==> config.mk <==
export PLATFORM = sky130hd
export DESIGN_NAME = t1ec_counters
export DESIGN_NICKNAME = d
export VERILOG_FILES = /design/src/hdl/t1ec_pkg.sv /design/src/hdl/t1ec_counters.sv
export VERILOG_INCLUDE_DIRS = /design/src /design/src/hdl
export SDC_FILE = /design/constraint.sdc
export NUM_CORES = 1
export LEC_CHECK = 0
export BUFFER_PORTS_ARGS = -buffer_cell sky130_fd_sc_hd__clkbuf_2
export CORE_ASPECT_RATIO = 1.2
export CORE_MARGIN = 5
export CORE_UTILIZATION = 60
export CTS_BUF_LIST = sky130_fd_sc_hd__clkbuf_8
export DETAILED_ROUTE_END_ITERATION = 10
export PLACE_DENSITY = 0.79
export SLEW_MARGIN = 0
export SYNTH_ARGS = -nofsm -noshare
export SYNTH_HDL_FRONTEND = slang
export SYNTH_SLANG_ARGS = --single-unit
==> constraint.sdc <==
create_clock -name ref_clk -period 6 [get_ports ref_clk]
set_input_delay 0.9 -clock ref_clk [delete_from_list [all_inputs] [get_ports ref_clk]]
set_output_delay 0.9 -clock ref_clk [all_outputs]
set_load 0.005 [all_outputs]
==> src/hdl/t1ec_map.svh <==
// Register offsets, field positions, reset values and counts of the receive error counters.
// Assumes an 8-bit register port whose addresses are the printed byte offsets.
`ifndef T1EC_MAP_SVH
`define T1EC_MAP_SVH

`define T1EC_ADDR_W 8
`define T1EC_DATA_W 8

`define T1EC_OFF_LINE_HIGH 8'h23
`define T1EC_OFF_LINE_LOW 8'h24
`define T1EC_OFF_PATH_MF_HIGH 8'h25
`define T1EC_OFF_PATH_LOW 8'h26
`define T1EC_OFF_MF_LOW 8'h27
`define T1EC_OFF_CONTROL 8'h2B
`define T1EC_OFF_INT_STATUS 8'h2C
`define T1EC_OFF_INT_MASK 8'h2D

`define T1EC_CTRL_EXCESS_ZERO 0
`define T1EC_CTRL_B8ZS 1
`define T1EC_CTRL_ESF 2
`define T1EC_CTRL_FS_ERROR 3
`define T1EC_CTRL_MF_SELECT 4
`define T1EC_CTRL_W 5
`define T1EC_CTRL_RESET 5'h10

`define T1EC_INT_SECOND 0
`define T1EC_INT_LINE_SAT 1
`define T1EC_INT_PATH_SAT 2
`define T1EC_INT_MF_SAT 3
`define T1EC_INT_W 4
`define T1EC_INT_RESET 4'h0

`define T1EC_LINE_W 16
`define T1EC_PATH_W 12
`define T1EC_MF_W 12
`define T1EC_ZRUN_W 5
`define T1EC_ZEROS_PLAIN 5'h10
`define T1EC_ZEROS_B8ZS 5'h08

`endif

==> src/hdl/t1ec_pkg.sv <==
// Types shared by the receive error counters.
// Widths come from the constant header.
`include "t1ec_map.svh"

package t1ec_pkg;

    // Event strobes from the receive line decoder and framer, one cycle each
    typedef struct packed {
        logic bpv;
        logic b8zs_codeword;
        logic bit_valid;
        logic bit_value;
        logic crc_error;
        logic ft_error;
        logic fs_error;
        logic fps_error;
        logic multiframe;
        logic one_second;
    } t1ec_events_t;

    typedef struct packed {
        logic mf_select;
        logic fs_error_count_enable;
        logic esf_framing_select;
        logic b8zs_receive_enable;
        logic excess_zero_count_enable;
    } t1ec_ctrl_t;

    typedef struct packed {
        logic [`T1EC_LINE_W-1:0] line_acc;
        logic [`T1EC_PATH_W-1:0] path_acc;
        logic [`T1EC_MF_W-1:0] mf_acc;
        logic [`T1EC_LINE_W-1:0] line_count;
        logic [`T1EC_PATH_W-1:0] path_count;
        logic [`T1EC_MF_W-1:0] mf_count;
        logic [`T1EC_ZRUN_W-1:0] zero_run;
        t1ec_ctrl_t ctrl;
        logic [`T1EC_INT_W-1:0] int_status;
        logic [`T1EC_INT_W-1:0] int_mask;
        logic [`T1EC_DATA_W-1:0] rd_data;
        logic irq;
    } t1ec_state_t;

endpackage : t1ec_pkg

==> src/hdl/t1ec_counters.sv <==
// Receive performance counters: line, path and multiframe/framing error counts.
// Assumes event strobes and the sync-lost level come from logic on ref_clk.
//
// Implementation choice: strobed register access.
`timescale 1ns/100ps
`include "t1ec_map.svh"

module t1ec_counters
    import t1ec_pkg::*;
(
    input wire logic ref_clk, // 250 MHz clock
    input wire logic rst_n, // Synchronous reset
    input wire logic clk_en, // Freezes all state while low
    input wire t1ec_events_t events, // Decoder and framer strobes
    input wire logic receive_sync_lost, // Receive synchronizer out of sync
    input wire logic [`T1EC_ADDR_W-1:0] addr, // Register address
    input wire logic [`T1EC_DATA_W-1:0] wr_data, // Write data
    input wire logic wr_en, // Write strobe
    input wire logic rd_en, // Read strobe
    output logic [`T1EC_DATA_W-1:0] rd_data, // Read data, cycle after strobe
    output logic irq // Level interrupt
);

    t1ec_state_t st;
    t1ec_state_t next_st;

    function automatic logic [`T1EC_LINE_W-1:0] sat_inc16(
        input logic [`T1EC_LINE_W-1:0] v,
        input logic inc
    );
        if (inc && (v != {`T1EC_LINE_W{1'b1}})) begin
            sat_inc16 = v + 16'h0001;
        end else begin
            sat_inc16 = v;
        end
    endfunction : sat_inc16

    function automatic logic [`T1EC_PATH_W-1:0] sat_inc12(
        input logic [`T1EC_PATH_W-1:0] v,
        input logic inc
    );
        if (inc && (v != {`T1EC_PATH_W{1'b1}})) begin
            sat_inc12 = v + 12'h001;
        end else begin
            sat_inc12 = v;
        end
    endfunction : sat_inc12

    logic bpv_counted;
    logic zero_event;
    logic line_inc;
    logic path_inc;
    logic mf_inc;
    logic [`T1EC_ZRUN_W-1:0] zero_limit;
    logic [`T1EC_LINE_W-1:0] line_sum;
    logic [`T1EC_PATH_W-1:0] path_sum;
    logic [`T1EC_MF_W-1:0] mf_sum;
    logic [`T1EC_INT_W-1:0] int_events;
    logic [`T1EC_INT_W-1:0] int_clear;

    always_comb begin
        next_st = st;
        // Substitution code words carry intentional violations
        bpv_counted = events.bpv &&
            !(st.ctrl.b8zs_receive_enable && events.b8zs_codeword);
        zero_limit = st.ctrl.b8zs_receive_enable ? `T1EC_ZEROS_B8ZS
                                                 : `T1EC_ZEROS_PLAIN;
        zero_event = 1'b0;
        if (events.bit_valid) begin
            if (events.bit_value) begin
                next_st.zero_run = '0;
            end else if (st.zero_run + 5'h01 == zero_limit) begin
                // Each full run counts once, then a new run starts
                zero_event = st.ctrl.excess_zero_count_enable;
                next_st.zero_run = '0;
            end else begin
                next_st.zero_run = st.zero_run + 5'h01;
            end
        end
        // No sync gating on the line counter
        line_inc = bpv_counted || zero_event;

        if (receive_sync_lost) begin
            path_inc = 1'b0;
        end else if (st.ctrl.esf_framing_select) begin
            path_inc = events.crc_error;
        end else begin
            path_inc = events.ft_error ||
                (st.ctrl.fs_error_count_enable && events.fs_error);
        end

        if (st.ctrl.mf_select) begin
            mf_inc = events.multiframe && receive_sync_lost;
        end else if (receive_sync_lost) begin
            mf_inc = 1'b0;
        end else begin
            mf_inc = st.ctrl.esf_framing_select ? events.fps_error
                                                : events.ft_error;
        end

        line_sum = sat_inc16(st.line_acc, line_inc);
        path_sum = sat_inc12(st.path_acc, path_inc);
        mf_sum = sat_inc12(st.mf_acc, mf_inc);

        if (events.one_second) begin
            next_st.line_count = line_sum;
            next_st.path_count = path_sum;
            next_st.mf_count = mf_sum;
            next_st.line_acc = '0;
            next_st.path_acc = '0;
            next_st.mf_acc = '0;
        end else begin
            next_st.line_acc = line_sum;
            next_st.path_acc = path_sum;
            next_st.mf_acc = mf_sum;
        end

        int_events = '0;
        int_events[`T1EC_INT_SECOND] = events.one_second;
        int_events[`T1EC_INT_LINE_SAT] = line_inc && (st.line_acc == {`T1EC_LINE_W{1'b1}});
        int_events[`T1EC_INT_PATH_SAT] = path_inc && (st.path_acc == {`T1EC_PATH_W{1'b1}});
        int_events[`T1EC_INT_MF_SAT] = mf_inc && (st.mf_acc == {`T1EC_MF_W{1'b1}});

        int_clear = '0;
        if (wr_en) begin
            case (addr)
                `T1EC_OFF_CONTROL: begin
                    next_st.ctrl = wr_data[`T1EC_CTRL_W-1:0];
                end
                `T1EC_OFF_INT_STATUS: begin
                    int_clear = wr_data[`T1EC_INT_W-1:0];
                end
                `T1EC_OFF_INT_MASK: begin
                    next_st.int_mask = wr_data[`T1EC_INT_W-1:0];
                end
                default: begin
                end
            endcase
        end
        // Set wins over a write-one clear in the same cycle
        next_st.int_status = (st.int_status & ~int_clear) | int_events;
        next_st.irq = |(next_st.int_status & next_st.int_mask);

        next_st.rd_data = '0;
        if (rd_en) begin
            case (addr)
                `T1EC_OFF_LINE_HIGH: next_st.rd_data = st.line_count[15:8];
                `T1EC_OFF_LINE_LOW: next_st.rd_data = st.line_count[7:0];
                `T1EC_OFF_PATH_MF_HIGH: begin
                    next_st.rd_data = {st.mf_count[11:8], st.path_count[11:8]};
                end
                `T1EC_OFF_PATH_LOW: next_st.rd_data = st.path_count[7:0];
                `T1EC_OFF_MF_LOW: next_st.rd_data = st.mf_count[7:0];
                `T1EC_OFF_CONTROL: next_st.rd_data = {3'h0, st.ctrl};
                `T1EC_OFF_INT_STATUS: next_st.rd_data = {4'h0, st.int_status};
                `T1EC_OFF_INT_MASK: next_st.rd_data = {4'h0, st.int_mask};
                default: next_st.rd_data = 8'h00;
            endcase
        end
    end

    always_ff @(posedge ref_clk) begin
        if (!rst_n) begin
            st <= '0;
            st.ctrl <= `T1EC_CTRL_RESET;
            st.int_status <= `T1EC_INT_RESET;
            st.int_mask <= `T1EC_INT_RESET;
        end else if (clk_en) begin
            st <= next_st;
        end
    end

    assign rd_data = st.rd_data;
    assign irq = st.irq;

endmodule : t1ec_counters

* Yosys cells after proc, flatten, opt, wreduce, memory -nomap -nowiden
Index checks and enable logic that the tools add are counted.
Cells by class: add/sub/neg operators 4, $mul 0, div/mod/pow operators 0, order comparisons 0, equality and inequality tests 15, shifts and indexed selects 0, muxes and demuxes 21, bitwise gates (word level) 4, reduce and logical (&&, ||, !) cells 17
Operators with widths (number):
- 8-bit by 6-bit equality test with 1-bit output (second input constant) | 8
- 8-bit case mux with 8 select lines | 1
- 40-bit 2-to-1 mux | 1
- 12-bit by 1-bit adder with 12-bit output (second input constant) | 2
- 12-bit equality test (second input constant) | 2
- 12-bit 2-to-1 mux | 2
- 12-bit inequality test (second input constant) | 2
- 16-bit by 1-bit adder with 16-bit output (second input constant) | 1
- 16-bit equality test (second input constant) | 1
- 16-bit 2-to-1 mux | 1
- 4-bit 2-to-1 mux | 4
- 16-bit inequality test (second input constant) | 1
- 5-bit 2-to-1 mux | 3
- 1-bit logical AND | 10
- 4-bit bitwise AND | 2
- 1-bit 2-to-1 mux | 8
- 8-bit 2-to-1 mux | 1
- 5-bit by 1-bit adder with 5-bit output (second input constant) | 1
- 5-bit equality test | 1
- 4-bit inverter | 1
- 4-bit OR | 1
- 2-bit AND reduction | 2
- 4-bit OR reduction | 1
- 3-bit AND reduction | 1
- other kinds (2) | 3
Word-level totals: register bits 107, latch bits 0, bits in writable memories 0, ROM bits 0, input port bits 32, output and inout port bits 9, word-level logic and storage cells 77, memories kept 0

* Logic depth before layout (Yosys ltp)
depth after elaboration 10, mapped depth 9, mapped depth without buffers 7

* Worst setup path before layout
OpenSTA, ideal clock, no wires.
path kind input to register, start point input port addr[4], end point register st, in the netlist irq, arrival time 2.461 ns, required time 5.870 ns, slack 3.408 ns, stages 6, buffers on the path 0, path through nor4b_1 > nand4_1 > mux2i_1 > a21oi_1 > nor4_1 > o22ai_1
On the way: word-level cells in the longest chain between the ends 8, elaborated cells between the ends (all ways) 11
Ends and longest elaborated chain:
- start, declared | line t1ec_counters.sv:16 | input wire logic [`T1EC_ADDR_W-1:0] addr,
- 8-bit by 6-bit equality test with 1-bit output | line t1ec_counters.sv:126 | case (addr)
- 4-bit 2-to-1 mux | line t1ec_counters.sv:126
- 4-bit 2-to-1 mux | line t1ec_counters.sv:125 | if (wr_en) begin
- 4-bit inverter | line t1ec_counters.sv:141 | next_st.int_status = (st.int_status & ~int_clear) | int_events;
- 4-bit bitwise AND | line t1ec_counters.sv:141
- 4-bit OR | line t1ec_counters.sv:141
- 4-bit bitwise AND * | line t1ec_counters.sv:142 | next_st.irq = |(next_st.int_status & next_st.int_mask);
- 4-bit OR reduction * | line t1ec_counters.sv:142
- end signal, assigned | line t1ec_counters.sv:169 | st <= next_st;
- end, declared | line t1ec_counters.sv:24 | t1ec_state_t st;
Mark *: on every way between the ends. The rest lies on a longest branch, timed or not. A chain may end at the register's enable or synchronous reset.

* Final worst setup path
start point input port events[0] (netlist bit), end point register st[97] (netlist bit)
On the way: word-level cells in the longest chain between the ends 1
Ends and longest elaborated chain:
- start, declared | line t1ec_counters.sv:14 | input wire t1ec_events_t events,
- 40-bit 2-to-1 mux | line t1ec_counters.sv:105 | if (events.one_second) begin
Every way passes these cells.

==> summary.txt <==
Run status
  • Status: finished clean

Timing
  • Endpoints failing hold: 0
  • Setup TNS: 0 ps
  • Final period util: 54.3%
  • Final Skew: 11.3 ps
  • Slew headroom: 32.6%
  • Slew @ Worst Pin: 997 ps
  • Fin Hold WS: ~480 ps
  • Period minus WS final: 3260 ps
  • Top achievable clock speed: 307 MHz
  • Fin. max-slew vios: 0
  • Final setup vio count: 0
  • RSZ-0062 raised after global routing: no

Clock tree
  • Post-CTS resize count: 0
  • Postcts setup bufs: 0
  • CTS hold repair buffers: 0
  • H-tree depth: 3
  • Clock root buffer: clkbuf_8
  • Reg clk slew, reported paths: roughly 100 ps
  • CTS tree: yes
  • CTS Buffer Depth: 2
  • Clk sinks: 107
  • CTS Buf Count: 9
  • Clk_lat worst skew: 380 ps

Synthesis
  • EDFF count, synth: 0
  • Adder-cell share of the synthesized area: less than 1%
  • Main combinational cell family by area after synthesis: compound AO/OA/AOI/OAI gates
  • Mux contribution to synthesized area: 5.33%
  • Synth warn: 0
  • Post-synthesis cell type count: 61
  • Async set-reset flop share out of synthesis: 0%
  • Post-Syn Area: 5820 um^2
  • Syn nets: 747
  • Synthesized area per cell: 8.18 um^2
  • Ys flop type: dfxtp_1
  • Synth Area in Compound Gates: 23.6%
  • Xor-xnor portion of the synthesized cell area: slightly below 5%
  • Seq cells post-synth: 107
  • Synth Area in Simple Gates: 22.7%
  • Post-synthesis sequential area ratio: 36.8%
  • Synthesized instance count: 711

Worst setup path
  • Data required, critical path: roughly 6300 ps
  • Crit. Startpoint: events[0]
  • WS Path Type: in2reg
  • Setup crit end kind: flop
  • Startpoint types: input port
  • R2R depth: 7
  • Worst Path Arrival: ~3600 ps
  • Max Fanout on Critical Path: 23
  • Setup slack, reg-to-reg: 3270 ps
  • Reg2reg start: st[22]$_SDFFE_PN0P_

Layout
  • Number of diodes: 0
  • P&R area growth vs syn: 5.51%
  • Post-layout util: 64.5%
  • Design area: a little over 6000 um^2
  • Reg area: 2140 um^2
  • Final non-filler cell total: 829
  • Fillers: 823
  • Share of post-route cells with drive strength above 1: 10.5%
  • Fin nets: 737
  • Footprint of the multi-input gates: around 3400 um^2

Place
  • Post-DP Area: 5910 um^2
  • Placed insts: 813
  • GP Congestion: 0.873
  • Port buffer count: 37
  • Post-DP HPWL: around 11 mm

Drt
  • TritonRoute pass-1 iters: 7
  • Via count: 5,435
  • DR DRC count: 0
  • Met1 Routed Length: ~6.3 mm
  • Antenna Nets Post-Route: 0
  • Initial drt markers: 640
  • WL met2: 7.34 mm
  • Highest metal used: met4
  • Wire length per cell: between 15 and 20 um
  • Met3 wire length: 890 um
  • Drt via density: ~6.6
  • Drt total wl: about 15 mm

Power
  • LEAKAGE: between 2 and 2.5 nW
  • Switching Share: 25.3%
  • Seq pwr share: 54.5%
  • Sw Pwr: 0.342 mW
  • Pwr Density: 220 nW/um^2
  • Worst IR Drop VDD: approximately 0.000095 V
  • Clock Power Share: 37.0%
  • Int Power: 1.01 mW
  • Combinational Power Share: 8.6%

Floorplanning
  • Core area: between 9000 and 10,000 um^2
  • Initial Util: around three fifths
  • Chip width: roughly 100 um
  • Row count: 39
  • Die H: roughly 120 um
  • Die area: 11,800 um^2
  • Top-level I/O count: slightly above 40

Min path
  • Hold Path Class: reg2reg
  • Hold path depth: 2
  • Hold Crit Start: st[45]$_SDFFE_PN0P_

Global route
  • First-pass GRT wire length: 25.2 mm
  • Largest net degree at the start of global routing: between 40 and 50
  • Total track usage: 26.1%
  • Vias in the first global route: 5,270
  • Initial antenna violation count: 0
  • GRT Residual Overflow: 0

Flow run
  • Number of max-cap violations: 0
cell usage in the layout (no fill, tap or decap), types with 3 or more instances in the layout:
| master | count |
|---|---|
| nor4_1 | 4 |
| nor2b_1 | 6 |
| o31ai_1 | 9 |
| nand3b_1 | 3 |
| nor3_1 | 14 |
| buf_4 | 5 |
| mux2i_1 | 13 |
| xor2_1 | 20 |
| nand3_1 | 28 |
| a32oi_1 | 3 |
| a22oi_1 | 20 |
| ha_1 | 4 |
| a22o_1 | 6 |
| clkbuf_2 | 37 |
| a211oi_1 | 14 |
| nor3b_1 | 5 |
| nor2_1 | 67 |
| and2_1 | 5 |
| a21boi_0 | 4 |
| o22ai_1 | 4 |
| xnor2_1 | 13 |
| dfxtp_1 | 107 |
| clkbuf_8 | 10 |
| mux4_2 | 7 |
| a21oi_1 | 50 |
| and4_1 | 6 |
| nor4b_1 | 3 |
| a41oi_1 | 3 |
| nand2_1 | 44 |
| and3_1 | 15 |
| inv_1 | 9 |
| or3_1 | 15 |
| o221ai_1 | 4 |
| or4_1 | 6 |
| a31oi_1 | 23 |
| o211ai_1 | 3 |
| o21ai_0 | 62 |
| nand4_1 | 20 |
worst paths after layout:
| path | endpoint |
|---|---|
| hold reg to reg | st[45]$_SDFFE_PN0P_ |
| setup reg to reg | st[65]$_SDFFE_PN0P_ |
| hold / removal | st[45]$_SDFFE_PN0P_ |
| setup / recovery | st[97]$_SDFFE_PN0P_ |
per-stage QoR:
stage	power [mW]	worst slack, ps
after detailed placement	0.866	2460
after global placement	0.862	2470
after floorplan	0.828	3410
final	1.35	2740
after CTS	1.35	2860
after global routing	1.40	2540
power by group through the flow:
stage / Combinational [mW] / Sequential [mW] / Clock (mW)
after global placement: 0.110 / 0.752 / 0
after floorplan: 0.0792 / 0.749 / 0
after detailed placement: 0.113 / 0.752 / 0
after CTS: 0.114 / 0.736 / 0.503
final: 0.116 / 0.736 / 0.500
after global routing: 0.127 / 0.738 / 0.534
worst max-delay path: stages:
cell	delay [ps]
clkbuf_2	280
inv_1	490
nand2_1	660
nor2_1	840
o21ai_0	190
a31oi_1	190
routing by layer:
layer	vias up	GRT usage, %
met5	-	0
met4	0	14.4
li1	2617	-
met1	2557	32.3
met2	212	42.9
met3	49	3.85
Yosys cell counts, types with 15 or more instances:
master / instances / share of area (%)
a21oi_1: 50 / 4.3
a22oi_1: 20 / 2.6
a31oi_1: 23 / 2.5
and3_1: 15 / 1.6
clkbuf_1: 40 / 2.6
dfxtp_1: 107 / 37
nand2_1: 44 / 2.8
nand3_1: 28 / 2.4
nand4_1: 20 / 2.2
nor2_1: 68 / 4.4
o21ai_0: 62 / 5.3
or3_1: 15 / 1.6
xor2_1: 20 / 3.0
flip-flops by register name (all words and copies together) (netlist names):
name     flops
st          98
rd_data      8
irq          1
layout make-up:
type                            instances  area share (%)
Clock inverter                          6            1.45
Timing Repair Buffer                   42            3.63
Inverter                               10           0.612
Clock buffer                           10            2.24
Sequential cell                       107            34.9
Multi-Input combinational cell        531            54.7
Tap cell                              123            2.51
logic make-up (layout without fill, tap and decap cells):
family,after synthesis,after routing
DFF,107,107
xor gates and xnor gates,33,33
muxes,22,22
AOI/OAI and AO/OA,220,220
adders and majority gates,4,4
buffers and inverters,73,68
and+or+nand+nor,252,252
(Power assumes the default switching activity.)
